### src/logic/rioc_pkg.sv
// Package of constants and types for the residual instantaneous overcurrent core
`default_nettype none
package rioc_pkg;
  // ----------------------------------------------------------------------
  // Widths and setting limits
  // ----------------------------------------------------------------------
  localparam int unsigned CUR_W = 16;
  localparam int unsigned PCT_W = 12;
  localparam logic [11:0] START_PCT_RST = 12'h0c8;
  localparam logic [11:0] START_PCT_MIN = 12'h00a;
  localparam logic [11:0] START_PCT_MAX = 12'h3e8;
  localparam logic [11:0] START_PCT_MAX_EXT = 12'hbb8;
  localparam int unsigned PCT_DIV = 100;

  // Operation mode codes
  typedef enum logic [1:0] {
    RIOC_MODE_OFF = 2'h0,
    RIOC_MODE_PEAK = 2'h1,
    RIOC_MODE_FUND = 2'h2
  } rioc_mode_t;

  // Measurement strobe from the front end
  typedef struct packed {
    logic valid;
    logic [CUR_W-1:0] peak;
    logic [CUR_W-1:0] fund;
  } rioc_meas_t;

  // Whole state of the core
  typedef struct packed {
    logic internal_trip;
    logic general_trip;
    logic [PCT_W-1:0] start_pct;
  } rioc_state_t;
endpackage : rioc_pkg
`default_nettype wire

### src/logic/rioc_core.sv
// Residual instantaneous overcurrent decision core with trip gating
// What this block does
// - A mode input selects off, peak value or fundamental RMS; it is not registered and has no reset value.
// - The internal trip asserts on the clock edge after a valid strobe whose selected current exceeds the threshold.
// - The start threshold is an integer percent setting of 1 % steps, resetting to 200.
// - Accepted settings run from a configurable low limit to 1000, or 3000 with option.
// - While the double input is high the threshold used is twice the setting.
// - While the disable input is high the general trip is low from the next clock edge on.
// - The general trip is the internal trip gated by disable low and a mode other than off.
// - The internal trip is a level held between strobes, cleared by a strobe at or below threshold or by mode off.
`default_nettype none
module rioc_core #(
  parameter logic [11:0] MIN_PCT = rioc_pkg::START_PCT_MIN
) (
  input wire logic clock_i,
  input wire logic sys_rst_i,
  input wire rioc_pkg::rioc_meas_t meas_i,
  input wire rioc_pkg::rioc_mode_t mode_i,
  input wire logic [rioc_pkg::PCT_W-1:0] start_pct_i,
  input wire logic start_pct_load_i,
  input wire logic ext_range_i,
  input wire logic threshold_double_in_i,
  input wire logic function_disable_in_i,
  input wire logic [rioc_pkg::CUR_W-1:0] rated_current_i,
  output logic internal_trip_o,
  output logic general_trip_out_o,
  output logic [rioc_pkg::PCT_W-1:0] start_pct_o
);
  // ----------------------------------------------------------------------
  // Elaboration checks
  // ----------------------------------------------------------------------
  // Low limit must be non-zero and leave a usable setting range
  if (MIN_PCT == 12'h000 || MIN_PCT > rioc_pkg::START_PCT_MAX) begin : g_chk
    $error("MIN_PCT out of range");
  end
  // Helper functions below are sized for these package widths only
  if (rioc_pkg::CUR_W != 16 || rioc_pkg::PCT_W != 12) begin : g_chk_w
    $error("current or setting width not served by the helpers");
  end

  // ----------------------------------------------------------------------
  // Helpers
  // ----------------------------------------------------------------------
  // Current threshold scaled by 100: rated * pct, doubled when dbl is set
  function automatic logic [31:0] thr_amps(input logic [15:0] rated,
                                           input logic [11:0] pct,
                                           input logic dbl);
    logic [31:0] prod;
    prod = 32'(rated) * 32'(pct);
    if (dbl) begin
      prod = prod << 1;
    end
    return prod;
  endfunction : thr_amps

  // Setting accepted when inside the active range
  function automatic logic pct_ok(input logic [11:0] pct, input logic ext);
    logic [11:0] hi;
    hi = ext ? rioc_pkg::START_PCT_MAX_EXT : rioc_pkg::START_PCT_MAX;
    return (pct >= MIN_PCT) && (pct <= hi);
  endfunction : pct_ok

  // ----------------------------------------------------------------------
  // State
  // ----------------------------------------------------------------------
  rioc_pkg::rioc_state_t st_ff;
  rioc_pkg::rioc_state_t nxt_st;
  logic [rioc_pkg::CUR_W-1:0] sel_cur;
  logic above;

  // Quantity selection by mode
  // Unused code 3 compares zero, so a strobe then clears the trip
  always_comb begin
    unique case (mode_i)
      rioc_pkg::RIOC_MODE_PEAK: sel_cur = meas_i.peak;
      rioc_pkg::RIOC_MODE_FUND: sel_cur = meas_i.fund;
      default: sel_cur = '0;
    endcase
  end

  // Compare current*100 against rated*pct (scaled thresholds, no delay)
  assign above = (32'(sel_cur) * 32'(rioc_pkg::PCT_DIV)) >
                 thr_amps(rated_current_i, st_ff.start_pct, threshold_double_in_i);

  // Next state
  always_comb begin
    nxt_st = st_ff;
    if (start_pct_load_i && pct_ok(start_pct_i, ext_range_i)) begin
      nxt_st.start_pct = start_pct_i;
    end
    if (mode_i == rioc_pkg::RIOC_MODE_OFF) begin
      nxt_st.internal_trip = 1'b0;
    end else if (meas_i.valid) begin
      nxt_st.internal_trip = above;
    end
    // General trip gated by disable and mode, one edge after the cause
    nxt_st.general_trip = nxt_st.internal_trip && !function_disable_in_i
                          && (mode_i != rioc_pkg::RIOC_MODE_OFF);
  end

  // State register
  always_ff @(posedge clock_i) begin
    if (sys_rst_i) begin
      st_ff <= '{internal_trip: 1'b0, general_trip: 1'b0,
                 start_pct: rioc_pkg::START_PCT_RST};
    end else begin
      st_ff <= nxt_st;
    end
  end

  assign internal_trip_o = st_ff.internal_trip;
  assign general_trip_out_o = st_ff.general_trip;
  assign start_pct_o = st_ff.start_pct;

  // ----------------------------------------------------------------------
  // Assertions
  // ----------------------------------------------------------------------
  property p_trip_on_strobe;
    @(posedge clock_i) disable iff (sys_rst_i)
      meas_i.valid && mode_i != rioc_pkg::RIOC_MODE_OFF |=> internal_trip_o == $past(above);
  endproperty
  a_trip_on_strobe: assert property (p_trip_on_strobe)
    else $error("trip not per compare");

  property p_hold;
    @(posedge clock_i) disable iff (sys_rst_i)
      !meas_i.valid && mode_i != rioc_pkg::RIOC_MODE_OFF |=> $stable(internal_trip_o);
  endproperty
  a_hold: assert property (p_hold) else $error("trip changed without strobe");

  property p_block;
    @(posedge clock_i) disable iff (sys_rst_i)
      function_disable_in_i |=> !general_trip_out_o;
  endproperty
  a_block: assert property (p_block) else $error("trip while disabled");

  property p_off;
    @(posedge clock_i) disable iff (sys_rst_i)
      mode_i == rioc_pkg::RIOC_MODE_OFF |=> !general_trip_out_o && !internal_trip_o;
  endproperty
  a_off: assert property (p_off) else $error("trip while off");

  property p_gen_follows;
    @(posedge clock_i) disable iff (sys_rst_i)
      general_trip_out_o |-> internal_trip_o;
  endproperty
  a_gen_follows: assert property (p_gen_follows)
    else $error("general without internal");

  property p_range;
    @(posedge clock_i) disable iff (sys_rst_i)
      start_pct_o >= MIN_PCT && start_pct_o <= rioc_pkg::START_PCT_MAX_EXT;
  endproperty
  a_range: assert property (p_range) else $error("setting out of range");

  property p_reject;
    @(posedge clock_i) disable iff (sys_rst_i)
      start_pct_load_i && !pct_ok(start_pct_i, ext_range_i) |=> $stable(start_pct_o);
  endproperty
  a_reject: assert property (p_reject) else $error("bad setting taken");

  property p_load;
    @(posedge clock_i) disable iff (sys_rst_i)
      start_pct_load_i && pct_ok(start_pct_i, ext_range_i) |=> start_pct_o == $past(start_pct_i);
  endproperty
  a_load: assert property (p_load) else $error("setting not taken");

  // Reference figures for the checks, worked from the ports apart from the compare path
  logic [31:0] ref_cur_x100;
  logic [31:0] ref_thr_x100;
  assign ref_cur_x100 = 32'((mode_i == rioc_pkg::RIOC_MODE_PEAK) ? meas_i.peak : meas_i.fund)
                        * 32'(rioc_pkg::PCT_DIV);
  assign ref_thr_x100 = 32'(rated_current_i) * 32'(start_pct_o)
                        * (threshold_double_in_i ? 32'h2 : 32'h1);

  // At or below twice the setting a doubled strobe never trips
  property p_double;
    @(posedge clock_i) disable iff (sys_rst_i)
      meas_i.valid && threshold_double_in_i && mode_i != rioc_pkg::RIOC_MODE_OFF
      && ref_cur_x100 <= ref_thr_x100
      |=> !internal_trip_o;
  endproperty
  a_double: assert property (p_double) else $error("doubled threshold ignored");

  // A strobe above the effective threshold trips on the next edge
  property p_pickup;
    @(posedge clock_i) disable iff (sys_rst_i)
      meas_i.valid && (mode_i == rioc_pkg::RIOC_MODE_PEAK || mode_i == rioc_pkg::RIOC_MODE_FUND)
      && ref_cur_x100 > ref_thr_x100
      |=> internal_trip_o;
  endproperty
  a_pickup: assert property (p_pickup) else $error("no trip above threshold");

  // Released disable lets a held internal trip through again
  property p_release;
    @(posedge clock_i) disable iff (sys_rst_i)
      internal_trip_o && !meas_i.valid && !function_disable_in_i
      && mode_i != rioc_pkg::RIOC_MODE_OFF |=> general_trip_out_o;
  endproperty
  a_release: assert property (p_release)
    else $error("general trip not restored");

  // Reset clears both trips and restores the default setting
  property p_reset_val;
    @(posedge clock_i)
      sys_rst_i |=> start_pct_o == rioc_pkg::START_PCT_RST
      && !internal_trip_o && !general_trip_out_o;
  endproperty
  a_reset_val: assert property (p_reset_val)
    else $error("reset values wrong");

  c_peak_trip: cover property (@(posedge clock_i) disable iff (sys_rst_i)
    mode_i == rioc_pkg::RIOC_MODE_PEAK ##1 general_trip_out_o);
  c_fund_trip: cover property (@(posedge clock_i) disable iff (sys_rst_i)
    mode_i == rioc_pkg::RIOC_MODE_FUND ##1 general_trip_out_o);
  c_blocked: cover property (@(posedge clock_i) disable iff (sys_rst_i)
    internal_trip_o && !general_trip_out_o);
  c_reset_trip: cover property (@(posedge clock_i) disable iff (sys_rst_i)
    internal_trip_o ##1 !internal_trip_o);
  c_double_trip: cover property (@(posedge clock_i) disable iff (sys_rst_i)
    threshold_double_in_i && meas_i.valid ##1 internal_trip_o);
endmodule : rioc_core
`default_nettype wire

### config.mk
export PLATFORM = sky130hd
export DESIGN_NAME = rioc_core
export DESIGN_NICKNAME = d
export VERILOG_FILES = /design/src/logic/rioc_pkg.sv /design/src/logic/rioc_core.sv
export SDC_FILE = /design/constraint.sdc
export NUM_CORES = 1
export LEC_CHECK = 0
export ABC_CLOCK_PERIOD_IN_PS = 18900
export BUFFER_PORTS_ARGS = -buffer_cell sky130_fd_sc_hd__clkbuf_2
export CORE_MARGIN = 5
export CORE_UTILIZATION = 38
export CTS_BUF_LIST = sky130_fd_sc_hd__clkbuf_8
export CTS_CLUSTER_SIZE = 25
export DETAILED_ROUTE_END_ITERATION = 10
export GPL_TIMING_DRIVEN = 0
export HOLD_SLACK_MARGIN = 0.03
export PLACE_DENSITY = 0.62
export SLEW_MARGIN = 10
export SYNTH_ARGS = -nofsm -noshare
export SYNTH_HDL_FRONTEND = slang
export SYNTH_SLANG_ARGS = --single-unit
### constraint.sdc
create_clock -name clock_i -period 18.9 [get_ports clock_i]
set_input_delay 1.89 -clock clock_i [delete_from_list [all_inputs] [get_ports clock_i]]
set_output_delay 1.89 -clock clock_i [all_outputs]
set_load 0.005 [all_outputs]
## Yosys cells after proc, flatten, opt, wreduce, memory -nomap -nowiden

Index checks and enable logic that the tools add are counted.

- $mul: 2
- Magnitude comparators: 3
- Eq/ne operators: 2
- Reductions and logical operators: 7
- Multiplexer cells: 5

Operators with widths:

| kind | number |
|---|---|
| 23-bit by 32-bit greater-than comparator with 1-bit output | 1 |
| 16-bit one-hot mux with 2 select lines | 1 |
| 29-bit two-way mux | 1 |
| 16-bit by 12-bit multiplier with 28-bit output | 1 |
| 16-bit by 5-bit multiplier with 21-bit output (second input constant) | 1 |
| 12-bit by 4-bit greater-or-equal comparator with 1-bit output (second input constant) | 1 |
| 12-bit less-or-equal comparator | 1 |
| 12-bit two-way mux | 1 |
| 1-bit logical AND | 4 |
| 2-bit by 1-bit == test with 1-bit output (second input constant) | 1 |
| 2-bit == test (second input constant) | 1 |
| 2-bit logical NOT | 1 |
| 1-bit two-way mux | 2 |
| 2-bit nonzero test | 1 |
| 1-bit logical NOT | 1 |

- Logic and storage cells: 22
- Output and inout port bits: 14
- Input bits: 69
- Flip-flop bits (word level): 14

## Logic depth before layout (Yosys ltp)

Gate-level depths: netlist (run 1).

- Word-level depth: 8
- Gate-level depth with buffers: 29
- Depth with buffers taken out: 28

## Worst setup path after synthesis (run 1)

No wires, ideal clock.

- Path type: input -> register
- Start point: in rated_current_i[7] in the netlist's numbering
- End point: reg st_ff (netlist bit general_trip_out_o)
- Library setup time: 0.122 ns
- Arrival: 7.683 ns
- Path slack: 11.094 ns
- Path buffers: 2
- Required time: 18.778 ns
- Cell stages on the path: 28
- Path through: clkbuf_1 > nand2_1 > fa_1 > inv_1 > fa_1 > inv_1 > fa_1 > inv_1 > fa_1 > inv_1 > fa_1 > inv_1 > ha_1 > buf_4 > a21oi_1 > nand2_1 > a2bb2oi_1 > o21ai_1 > o21ai_0 > xor2_1 > mux2i_1 > ha_1 > a21o_1 > a21oi_1 > nand3b_1 > o211a_1 > nand4_1 > o22ai_1

- Word-level cells in the longest chain between the ends: 7

RTL lines:

| item | line | source |
|---|---|---|
| start, declared | rioc_core.sv:24 | `input wire logic [rioc_pkg::CUR_W-1:0] rated_current_i,` |
| 16-bit by 12-bit multiplier with 28-bit output | -- |  |
| 29-bit two-way mux | rioc_core.sv:50 | `if (dbl) begin` |
| 23-bit by 32-bit greater-than comparator with 1-bit output | rioc_core.sv:82 | `assign above = (32'(sel_cur) * 32'(rioc_pkg::PCT_DIV)) >` |
| 1-bit two-way mux | rioc_core.sv:93 | `end else if (meas_i.valid) begin` |
| 1-bit two-way mux | rioc_core.sv:91 | `if (mode_i == rioc_pkg::RIOC_MODE_OFF) begin` |
| 1-bit logical AND | rioc_core.sv:97 | `nxt_st.general_trip = nxt_st.internal_trip && !function_disable_in_i` |
| 1-bit logical AND | rioc_core.sv:98 | `&& (mode_i != rioc_pkg::RIOC_MODE_OFF);` |
| end signal, assigned | rioc_core.sv:104 | `st_ff <= '{internal_trip: 1'b0, general_trip: 1'b0,` |
| end signal, assigned | rioc_core.sv:107 | `st_ff <= nxt_st;` |
| end, declared | rioc_core.sv:66 | `rioc_pkg::rioc_state_t st_ff;` |

Every way passes these cells.
A chain may end at the register's enable or synchronous reset.

## Final worst setup path (run 1)

Ends and elaborated chain as after synthesis.

==> results of run 1 <==
==> cells in the mapped netlist, types with 7 or more instances <==
master / instances
fa_1: 151
xnor2_1: 25
nor2b_1: 10
nand4_1: 11
a22oi_1: 7
nor2_1: 39
a21o_1: 13
a22o_1: 10
clkbuf_1: 41
nand2_1: 172
inv_1: 254
a21oi_1: 44
xor2_1: 8
nor3_1: 12
ha_1: 145
and2_1: 59
mux2i_1: 24
or3_1: 7
dfxtp_1: 14
o21ai_0: 18
nand3_1: 17
==> per-stage QoR <==
| step | cell area [µm²] | utilization | hold slack, ns | total power (µW) |
|---|---|---|---|---|
| global route | 10300 | 0.423 | 0.573 | 1200 |
| global placement | 10300 | 0.421 | 0.497 | 998 |
| finish | 10300 | 0.423 | 0.521 | 1040 |
| CTS | 10300 | 0.423 | 0.519 | 1060 |
| floorplan | 9460 | - | 0.494 | 815 |
| detailed placement | 10300 | 0.421 | 0.504 | 1020 |
==> flip-flops by register name (all words and copies together) (netlist names) <==
| register | cells |
|---|---|
| general_trip_out_o | 1 |
| start_pct_o | 12 |
| internal_trip_o | 1 |
==> logic make-up after synthesis <==
| family | count (synthesis) | share of synthesized area |
|---|---|---|
| mux | 24 | 0.0254 |
| fa+ha+maj | 296 | 0.511 |
| simple gates | 348 | 0.173 |
| buf+inv | 302 | 0.122 |
| compound gates | 146 | 0.108 |
| flops | 14 | 0.0296 |
| xor+xnor | 33 | 0.0306 |
==> power by group through the flow <==
| stage | combinational (µW) | sequential (µW) | clock, µW |
|---|---|---|---|
| CTS | 986 | 35.8 | 36.4 |
| floorplan | 780 | 34.5 | 0 |
| finish | 973 | 35.8 | 36.0 |
| global placement | 961 | 36.4 | 0 |
| detailed placement | 980 | 36.5 | 0 |
| global route | 1130 | 36.2 | 37.7 |
==> layout make-up <==
type | count | area, µm² | share of cell area
multi-input cells | 847 | 8020 | 0.777
clock buffers | 4 | 55.1 | 0.00533
repair buffers | 82 | 410 | 0.0397
inverters | 255 | 957 | 0.0927
flip-flops and latches | 14 | 280 | 0.0271
plain buffers | 47 | 199 | 0.0193
well taps | 324 | 405 | 0.0392
==> metal layers <==
| metal | global-route usage | vias up | share of wire |
|---|---|---|---|
| met3 | 0.0207 | 16 | 0.038 |
| met2 | 0.279 | 129 | 0.49 |
| li1 | - | 3843 | - |
| met1 | 0.218 | 3797 | 0.46 |
| met4 | 0.00882 | 0 | 0.0076 |
| met5 | 0 | - | 0 |
==> worst max-delay path, delay by kind of cell <==
family | cells | cell delay (ns)
AOI/OAI and AO/OA | 8 | 1.60
xor gates and xnor gates | 1 | 0.19
adders and majority gates | 7 | 3.29
buffers and inverters | 8 | 0.94
muxes | 1 | 0.10
and+or+nand+nor | 4 | 0.58
==> worst paths after layout <==
path	start	cells past startpoint	slack (ns)	endpoint
max	rated_current_i[7]	29	10.48	general_trip_out_o$_SDFF_PP0_
max reg2reg	start_pct_o[11]$_SDFFE_PP0P_	28	11.46	general_trip_out_o$_SDFF_PP0_
min reg2reg	internal_trip_o$_SDFF_PP0_	2	0.52	internal_trip_o$_SDFF_PP0_
min	internal_trip_o$_SDFF_PP0_	2	0.52	internal_trip_o$_SDFF_PP0_
==> results by group, run 1 <==
Worst setup path
  – Largest fanout on the critical path: 10
  – Startpoint-to-endpoint class of the critical path: input pin to register
  – Critical Path RT: 19.07 ns
  – Element type at the critical path start: input pin
  – Endpoint type of the worst setup path: register
  – Slowest cell delay on critical path: approximately 0.56 ns
  – Master of the slowest instance on the critical path: fa_1
  – Arrival time of the worst setup path: 8.59 ns

Global routing
  – Largest net degree at the start of global routing: 11
  – First-pass GRT wire length: 38000 µm
  – Number of global-route vias before repair: 8025
  – Initial antenna violation count: 0
  – Total global routing overflow: 0
  – Total global routing track utilization: 0.158

Layout
  – Filler cell count in the final layout: 2560
  – Area delta synth->final: 9.21%
  – Post-Layout Cell Count: 1573
  – Most common cell after layout, fill and taps aside: inv_1
  – Ratio of cells with drive above 1 in the final layout: 0.0833
  – Inserted Diodes: 0
  – Layout net count: 1615
  – Most frequent cells in the layout: inv_1, nand2_1, fa_1

STA
  – Achievable Freq: about 120 MHz
  – Hold Violations, Final: 0
  – Final count of pins violating max slew: 0
  – Clock skew: around 0.018 ns
  – Post-layout worst setup margin: 10.48 ns
  – Pin slew with the least headroom to its limit: 0.608 ns
  – Setup TNS: 0 ns
  – RSZ-0062 raised after global routing: no
  – Shortest clock period the worst path allows after layout: roughly 8.4 ns
  – Final period util: 0.446
  – Relative max-transition margin: 0.595
  – Final setup violation count: 0

Pwr
  – Share of power burned in registers: 0.034
  – Static power due to leakage: 0.00575 µW
  – Power dissipated by switching net loads: 584 µW
  – Gate power share: 0.931
  – Max rail drop VDD: 0.0779 mV
  – Internal power component: 461 µW
  – Power Density: 101 nW/µm²
  – Clk pwr share: 0.034
  – Switching share of power: 0.559

Logic synthesis
  – Top_reg_cell synth: dfxtp_1
  – Syn_nets: about 1500
  – Register bit total from synthesis: 14
  – Syn Inst Count: 1163
  – Synthesized cell area: 9460 µm²
  – Top cell type's share of synthesized area: 0.320
  – Post-Syn Area per Cell: between 8 and 9 µm²
  – Share of the yosys chip area belonging to registers: 0.0296
  – Post-synthesis cell type with the largest combined area: fa_1
  – Count of cell types in the netlist: 63
  – Number of flops mapped to enable cells by yosys: 0
  – Top cells by area in the synthesized netlist: fa_1, ha_1, inv_1, nand2_1, and2_1
  – Async set-or-reset flop fraction in the synthesized netlist: 0
  – Yosys warning count: 0

Detailed routing
  – DR DRC count: 0
  – DR vias: 7785
  – Per-cell routed wire length: ~14 µm
  – TritonRoute pass-1 iters: 5
  – WL final: 21600 µm
  – DRT iter0 DRCs: 336
  – Detail Route Antenna Nets: 0
  – Avg Vias per Cell: slightly below 5

Floorplan
  – Vertical extent of the die: 168 µm
  – FP Rows: 57
  – Initial cell density of the core: 0.388
  – # IOs: between 80 and 90
  – Area enclosed by the die boundary: 28100 µm²
  – Area inside the core boundary: between 20000 and 25000 µm²
  – Die width: 168 µm

CTS
  – Number of sinks driven by the clock tree: 14
  – Number of hold buffers added after cts: 0
  – Clock edge transition at the registers on the reported setup and hold paths: 0.10 ns
  – Number of buffers inserted by post-CTS setup repair: 0
  – Clk root buf: clkbuf_8
  – Bufs on Longest Clock Path: 2
  – Number of gates given a new drive strength after cts: 0
  – Clk_lat worst skew: 0.28 ns
  – Total clock buffers created by CTS: 3
  – CTS tree: built
  – CTS H-tree depth: 1

Place
  – HPWL after DPL: approximately 20000 µm
  – Routability cong.: 0.873
  – Number of buffers inserted by port buffering: 82
  – Pre-CTS setup slack: 10.22 ns
  – Instance count after placement with tap cells included: approximately 1600

Run
  – Max-capacitance violation count: 0

Worst hold path
  – Hold/Removal Path Class: register to register

Run status
  – Run status: completed
No activity file was read; power rests on OpenSTA's default activity.
==> run 2, diff against run 1 <==
--- a/config.mk
+++ b/config.mk
@@ -5,7 +5,7 @@
 export SDC_FILE = /design/constraint.sdc
 export NUM_CORES = 1
 export LEC_CHECK = 0
-export ABC_CLOCK_PERIOD_IN_PS = 18900
+export ABC_CLOCK_PERIOD_IN_PS = 7100
 export BUFFER_PORTS_ARGS = -buffer_cell sky130_fd_sc_hd__clkbuf_2
 export CORE_MARGIN = 5
 export CORE_UTILIZATION = 38
@@ -14,7 +14,7 @@
 export DETAILED_ROUTE_END_ITERATION = 10
 export GPL_TIMING_DRIVEN = 0
 export HOLD_SLACK_MARGIN = 0.03
-export PLACE_DENSITY = 0.62
+export PLACE_DENSITY = 0.64
 export SLEW_MARGIN = 10
 export SYNTH_ARGS = -nofsm -noshare
 export SYNTH_HDL_FRONTEND = slang
==> constraint.sdc (replaced) <==
create_clock -name clock_i -period 7.1 [get_ports clock_i]
set_input_delay 0.71 -clock clock_i [delete_from_list [all_inputs] [get_ports clock_i]]
set_output_delay 0.71 -clock clock_i [all_outputs]
set_load 0.005 [all_outputs]
==> run 2 against run 1 <==
Compared with the run above:
- hold slack better by 0.011 ns
- setup slack worse by 10 ns
- critical path depth is 3 lower
- core utilization is 0.36 points higher
- total power grew to 2.8 times the previous value
- sequential power grew to 2.8 times the previous value
- final cell count is 0.57% lower
- die area stayed put
==> results by group, run 2 (synthesis results as in run 1) <==
Worst setup path
  – Master of the slowest instance on the critical path: fa_1
  – Cell type with the highest occurrence count on the critical path: fa_1
  – Startpoint-to-endpoint class of the critical path: input pin to register
  – Slowest cell delay on critical path: 0.55 ns (about the same)
  – Arrival time of the worst setup path: 6.94 ns (-1.65 ns)
  – Critical Path RT: 7.28 ns (-11.79 ns)
  – Largest fanout on the critical path: 10 (unchanged)
  – Element type at the critical path start: input pin
  – Endpoint type of the worst setup path: register

CTS
  – Bufs on Longest Clock Path: 2 (unchanged)
  – Total clock buffers created by CTS: 3 (unchanged)
  – CTS tree: built
  – Number of sinks driven by the clock tree: 14 (unchanged)
  – Clock edge transition at the registers on the reported setup and hold paths: 0.09 ns (about the same)
  – CTS H-tree depth: 1 (unchanged)
  – Clk_lat worst skew: 0.28 ns (about the same)
  – Clk root buf: clkbuf_8
  – Number of hold buffers added after cts: 0 (unchanged)

STA
  – Clock skew: 0.0138 ns (-0.00438 ns)
  – Hold Violations, Final: 0 (unchanged)
  – Shortest clock period the worst path allows after layout: 6.76 ns
  – Final setup violation count: 0 (unchanged)
  – Setup TNS: 0 ns (unchanged)
  – Relative max-transition margin: 0.632 (+0.0372)
  – Post-Route Hold Slack: 0.531 ns (+0.0107 ns)
  – Final period util: 0.952
  – Pin slew with the least headroom to its limit: 0.552 ns (-0.0557 ns)
  – Achievable Freq: between 100 and 150 MHz
  – RSZ-0062 raised after global routing: no
  – Final count of pins violating max slew: 0 (unchanged)

Detailed routing
  – WL final: 21800 µm (+1.1%)
  – DR DRC count: 0 (unchanged)
  – DRT iter0 DRCs: 464 (+38%)
  – Per-cell routed wire length: 14.0 µm (+1.7%)
  – Detail Route Antenna Nets: 0 (unchanged)
  – Avg Vias per Cell: 5.02 (+1.5%)
  – DR vias: 7855 (+0.90%)
  – TritonRoute pass-1 iters: 5 (unchanged)

Pwr
  – Power Density: 277 nW/µm² (+170%)
  – Total design power: 2880 µW (+180%)
  – Static power due to leakage: 0.00582 µW (+1.2%)
  – Max rail drop VDD: 0.231 mV (+200%)

Place
  – Routability cong.: 0.849 (-2.8%)
  – Number of buffers inserted by port buffering: 82 (unchanged)
  – HPWL after DPL: 19500 µm (-0.44%)

Layout
  – Ratio of cells with drive above 1 in the final layout: 0.116 (+0.0329)
  – Top reg by flops: start_pct_o
  – Flip-flop count of the largest register after layout: 12 (unchanged)
  – Layout net count: 1606 (-0.56%)
  – Most common cell after layout, fill and taps aside: inv_1
  – Total area of multi-input combinational cells: 8080 µm² (+0.75%)
  – Most frequent cells in the layout: inv_1, nand2_1, fa_1
  – Total area of sequential cells: 294 µm² (+4.9%)
  – Area delta synth->final: 10.1%
  – Filler cell count in the final layout: 2518 (-1.6%)
  – Inserted Diodes: 0 (unchanged)

Floorplan
  – Area enclosed by the die boundary: 28100 µm² (unchanged)
  – FP Rows: 57 (unchanged)
  – # IOs: 83 (unchanged)
  – Vertical extent of the die: 168 µm (unchanged)
  – Die width: 168 µm (unchanged)
  – Area inside the core boundary: 24400 µm² (unchanged)
  – Initial cell density of the core: 0.388 (unchanged)

Global routing
  – Largest net degree at the start of global routing: 13 (+2)
  – First-pass GRT wire length: 37700 µm (-0.64%)
  – Number of global-route vias before repair: 7949 (-0.95%)
  – Initial antenna violation count: 1 (+1)
  – Total global routing track utilization: 0.159 (+0.000350)
  – Total global routing overflow: 0 (unchanged)

Run
  – Max-capacitance violation count: 0 (unchanged)

Run status
  – Run status: completed

Worst hold path
  – Hold/Removal Path Class: register to register
-- run 2: cell count changes in the layout (fill, tap and decap cells not counted), sizes merged --
cell    delta
clkbuf    -12
buf        +3
-- run 2: critical path, delay by kind of cell --
kind,cells,cell delay [ns]
fa+ha+maj,7,3.28
compound gates,8,1.59
simple gates,4,0.53
mux,1,0.12
buf+inv,5,0.49
xor+xnor,1,0.22
-- run 2: metrics by stage --
stage,util,area (µm²),instances,setup slack [ns]
2_1_floorplan,-,9460,1163,0.474
3_3_place_gp,0.421,10300,1569,-0.348
3_5_place_dp,0.421,10300,1569,-0.429
4_1_cts,0.423,10300,1567,0.00947
5_1_grt,0.427,10400,1564,0.00163
6_report,0.427,10400,1564,0.338
-- run 2: final cells by class --
type / count / area share
Buffer: 37 / 0.0197
Clock buffer: 4 / 0.00529
Inverter: 255 / 0.0919
Multi-Input combinational cell: 847 / 0.776
Sequential cell: 14 / 0.0282
Tap cell: 324 / 0.0389
Timing Repair Buffer: 83 / 0.0401
-- run 2: layer usage --
layer  track usage  vias to the layer above  routed length [µm]
met4        0.0194                        0                 234
li1              -                     3829                   -
met1         0.221                     3869                9940
met2         0.270                      135               10700
met5             0                        -                   0
met3        0.0229                       22                 941
-- run 2: timing repair --
action	CTS	global route
endpoints found under the hold margin	0	0
gates resized for setup	14	57
buffers inserted	0	1
pin swaps	0	2
setup endpoints to repair	2	2
-- run 2: path summary, 6_finish.rpt --
| check | startpoint | endpoint | slack (ns) | cells after the start |
|---|---|---|---|---|
| worst max-delay path | rated_current_i[1] | general_trip_out_o$_SDFF_PP0_ | 0.34 | 26 |
| worst min-delay path | internal_trip_o$_SDFF_PP0_ | internal_trip_o$_SDFF_PP0_ | 0.53 | 2 |
| worst max register to register | start_pct_o[5]$_SDFFE_PP0P_ | general_trip_out_o$_SDFF_PP0_ | 0.36 | 26 |
| worst min register to register | internal_trip_o$_SDFF_PP0_ | internal_trip_o$_SDFF_PP0_ | 0.53 | 2 |
-- run 2: power breakdown --
part           internal, µW  switching (µW)
registers              85.1            14.4
clock network          49.7            46.8
logic                  1130            1550
total                  1270            1610
==> run 3, diff against run 2 <==
--- a/config.mk
+++ b/config.mk
@@ -10,6 +10,7 @@
 export CORE_MARGIN = 5
 export CORE_UTILIZATION = 38
 export CTS_BUF_LIST = sky130_fd_sc_hd__clkbuf_8
+export CTS_CLUSTER_DIAMETER = 50
 export CTS_CLUSTER_SIZE = 25
 export DETAILED_ROUTE_END_ITERATION = 10
 export GPL_TIMING_DRIVEN = 0
==> constraint.sdc (replaced) <==
create_clock -name clock_i -period 7.1 [get_ports clock_i]
set_input_delay 0 -clock clock_i [delete_from_list [all_inputs] [get_ports clock_i]]
set_output_delay 0 -clock clock_i [all_outputs]
set_load 0.005 [all_outputs]
==> run 3 against run 2 <==
Compared with the run above:
- non-clock buffer count grew 12
- sequential power is essentially flat
- largest cell class unchanged
- setup slack gained 0.011 ns
- critical endpoint unchanged
- register-to-register slack is essentially flat
- flip-flop and latch count is the same
- via count grew 0.37%
- hold slack lost 0.51 ns
- clock power grew 2.7%
- total power shrank 0.37%
==> results by group, run 3 (synthesis results as in run 1) <==
Run status
  – Run status: completed

STA
  – Achievable Freq: 148 MHz (+0.17%)
  – Hold Violations, Final: 0 (unchanged)
  – Post-layout worst setup margin: 0.350 ns (+0.0114 ns)
  – Relative max-transition margin: 0.613 (-0.0190)
  – Pin slew with the least headroom to its limit: 0.580 ns (+0.0286 ns)
  – Final setup violation count: 0 (unchanged)
  – Setup TNS: 0 ns (unchanged)
  – Post-Route Hold Slack: 0.0238 ns (-0.508 ns)
  – Final count of pins violating max slew: 0 (unchanged)
  – Shortest clock period the worst path allows after layout: 6.75 ns (-0.0114 ns)
  – Final period util: 0.951 (-0.00160)
  – Clock skew: 0.0164 ns (+0.00264 ns)

Pwr
  – Static power due to leakage: 0.00582 µW (+0.12%)
  – Max rail drop VDD: 0.229 mV (-0.89%)
  – Power Density: 274 nW/µm² (-0.95%)

Worst hold path
  – Hold/Removal Path Class: input pin to register
  – Number of instances on the worst hold path: 3 (+1)

Detailed routing
  – TritonRoute pass-1 iters: 5 (unchanged)
  – WL final: 21900 µm (+0.33%)
  – DRT iter0 DRCs: 459 (-1.1%)
  – DR vias: 7884 (+0.37%)
  – Avg Vias per Cell: 5.00 (-0.40%)
  – DR DRC count: 0 (unchanged)
  – Per-cell routed wire length: 13.9 µm (-0.43%)
  – Detail Route Antenna Nets: 0 (unchanged)

CTS
  – Clock edge transition at the registers on the reported setup and hold paths: 0.10 ns (about the same)
  – CTS H-tree depth: 1 (unchanged)
  – Clk root buf: clkbuf_8
  – Number of sinks driven by the clock tree: 14 (unchanged)
  – CTS tree: built
  – Total clock buffers created by CTS: 3 (unchanged)
  – Clk_lat worst skew: 0.29 ns (about the same)
  – Bufs on Longest Clock Path: 2 (unchanged)

Worst setup path
  – Endpoint type of the worst setup path: register
  – Startpoint-to-endpoint class of the critical path: register to register
  – Flop-to-flop setup slack: 0.35 ns (about the same)
  – Element type at the critical path start: register
  – R2R depth: 25 (-3.8%)
  – Arrival time of the worst setup path: 6.94 ns (about the same)
  – Largest fanout on the critical path: 10 (unchanged)
  – Critical Path RT: 7.29 ns (about the same)

Layout
  – Inserted Diodes: 0 (unchanged)
  – Most common cell after layout, fill and taps aside: inv_1
  – Layout net count: 1618 (+0.75%)
  – Post-Layout Cell Count: 1576 (+0.77%)
  – Final core utilization: 0.430 (+0.00251)
  – Top reg by flops: start_pct_o
  – Area delta synth->final: 10.8%
  – Ratio of cells with drive above 1 in the final layout: 0.106 (-0.00990)
  – Flip-flop count of the largest register after layout: 12 (unchanged)
  – Most frequent cells in the layout: inv_1, nand2_1, fa_1

Floorplan
  – Die width: 168 µm (unchanged)
  – Initial cell density of the core: 0.388 (unchanged)
  – FP Rows: 57 (unchanged)
  – Vertical extent of the die: 168 µm (unchanged)
  – Area inside the core boundary: 24400 µm² (unchanged)
  – # IOs: 83 (unchanged)
  – Area enclosed by the die boundary: 28100 µm² (unchanged)

Place
  – Number of buffers inserted by port buffering: 82 (unchanged)
  – Routability cong.: 0.849 (unchanged)
  – HPWL after DPL: 19500 µm (unchanged)
  – Instance count after placement with tap cells included: 1569 (unchanged)
  – Pre-CTS setup slack: -0.310 ns (+0.119 ns)

Run
  – Max-capacitance violation count: 0 (unchanged)

Global routing
  – Total global routing track utilization: 0.159 (+0.000702)
  – Total global routing overflow: 0 (unchanged)
  – Initial antenna violation count: 1 (unchanged)
  – Largest net degree at the start of global routing: 11 (-2)
  – First-pass GRT wire length: 37900 µm (+0.40%)
  – Number of global-route vias before repair: 7995 (+0.58%)
-- run 3: stage by stage --
stage	area, µm²	power, µW
global route	10500	3300
CTS	10400	2830
finish	10500	2870
global placement	10300	2660
detailed placement	10300	2710
floorplan	9460	2170
-- run 3: critical path, cell delays in order (launching register included) --
cell and delay [ns]:
dfxtp_2 0.46, clkbuf_4 0.27, nand2_1 0.09, fa_1 0.51
fa_1 0.55, inv_1 0.06, fa_1 0.53, fa_1 0.56
inv_1 0.05, fa_1 0.53, inv_1 0.04, ha_1 0.32
and2_4 0.16, o211ai_2 0.13, o311ai_4 0.40, o21ai_2 0.15
o21ai_0 0.21, xor2_1 0.21, mux2i_1 0.11, ha_1 0.31
a21o_1 0.18, a21oi_1 0.20, nand3b_1 0.11, o211a_1 0.26
nand4_1 0.15, o22ai_1 0.10
-- run 3: report_power, final --
part	switching [µW]	total (µW)	internal, µW
logic	1540	2670	1130
clock network	49.4	99.2	49.8
registers	15.3	100	84.9
total	1610	2870	1260
-- run 3: routing by layer --
metal / global-route usage / routed length [µm] / vias up
li1: - / - / 3840
met1: 0.223 / 9840 / 3865
met2: 0.271 / 10800 / 159
met3: 0.0219 / 1070 / 20
met4: 0.0208 / 217 / 0
met5: 0 / 0 / -
-- run 3: layout make-up --
cell class,instances,area [µm²]
fill,2513,13900
multi-input combinational,847,8070
inverter,255,957
timing repair buffer,89,478
tap,324,405
sequential,14,299
buffer,43,216
clock buffer,4,55.1
-- run 3: repair_timing --
item	CTS	global route
hold buffers	6	0
setup buffers	0	1
pin swaps	0	1
setup endpoints to repair	2	2
hold endpoints to repair	7	0
resized for setup	13	36
-- run 3: final timing paths --
kind / from / end
max: start_pct_o[10]$_SDFFE_PP0P_ / general_trip_out_o$_SDFF_PP0_
min: start_pct_i[11] / start_pct_o[11]$_SDFFE_PP0P_
max reg2reg: start_pct_o[10]$_SDFFE_PP0P_ / general_trip_out_o$_SDFF_PP0_
min reg2reg: internal_trip_o$_SDFF_PP0_ / internal_trip_o$_SDFF_PP0_
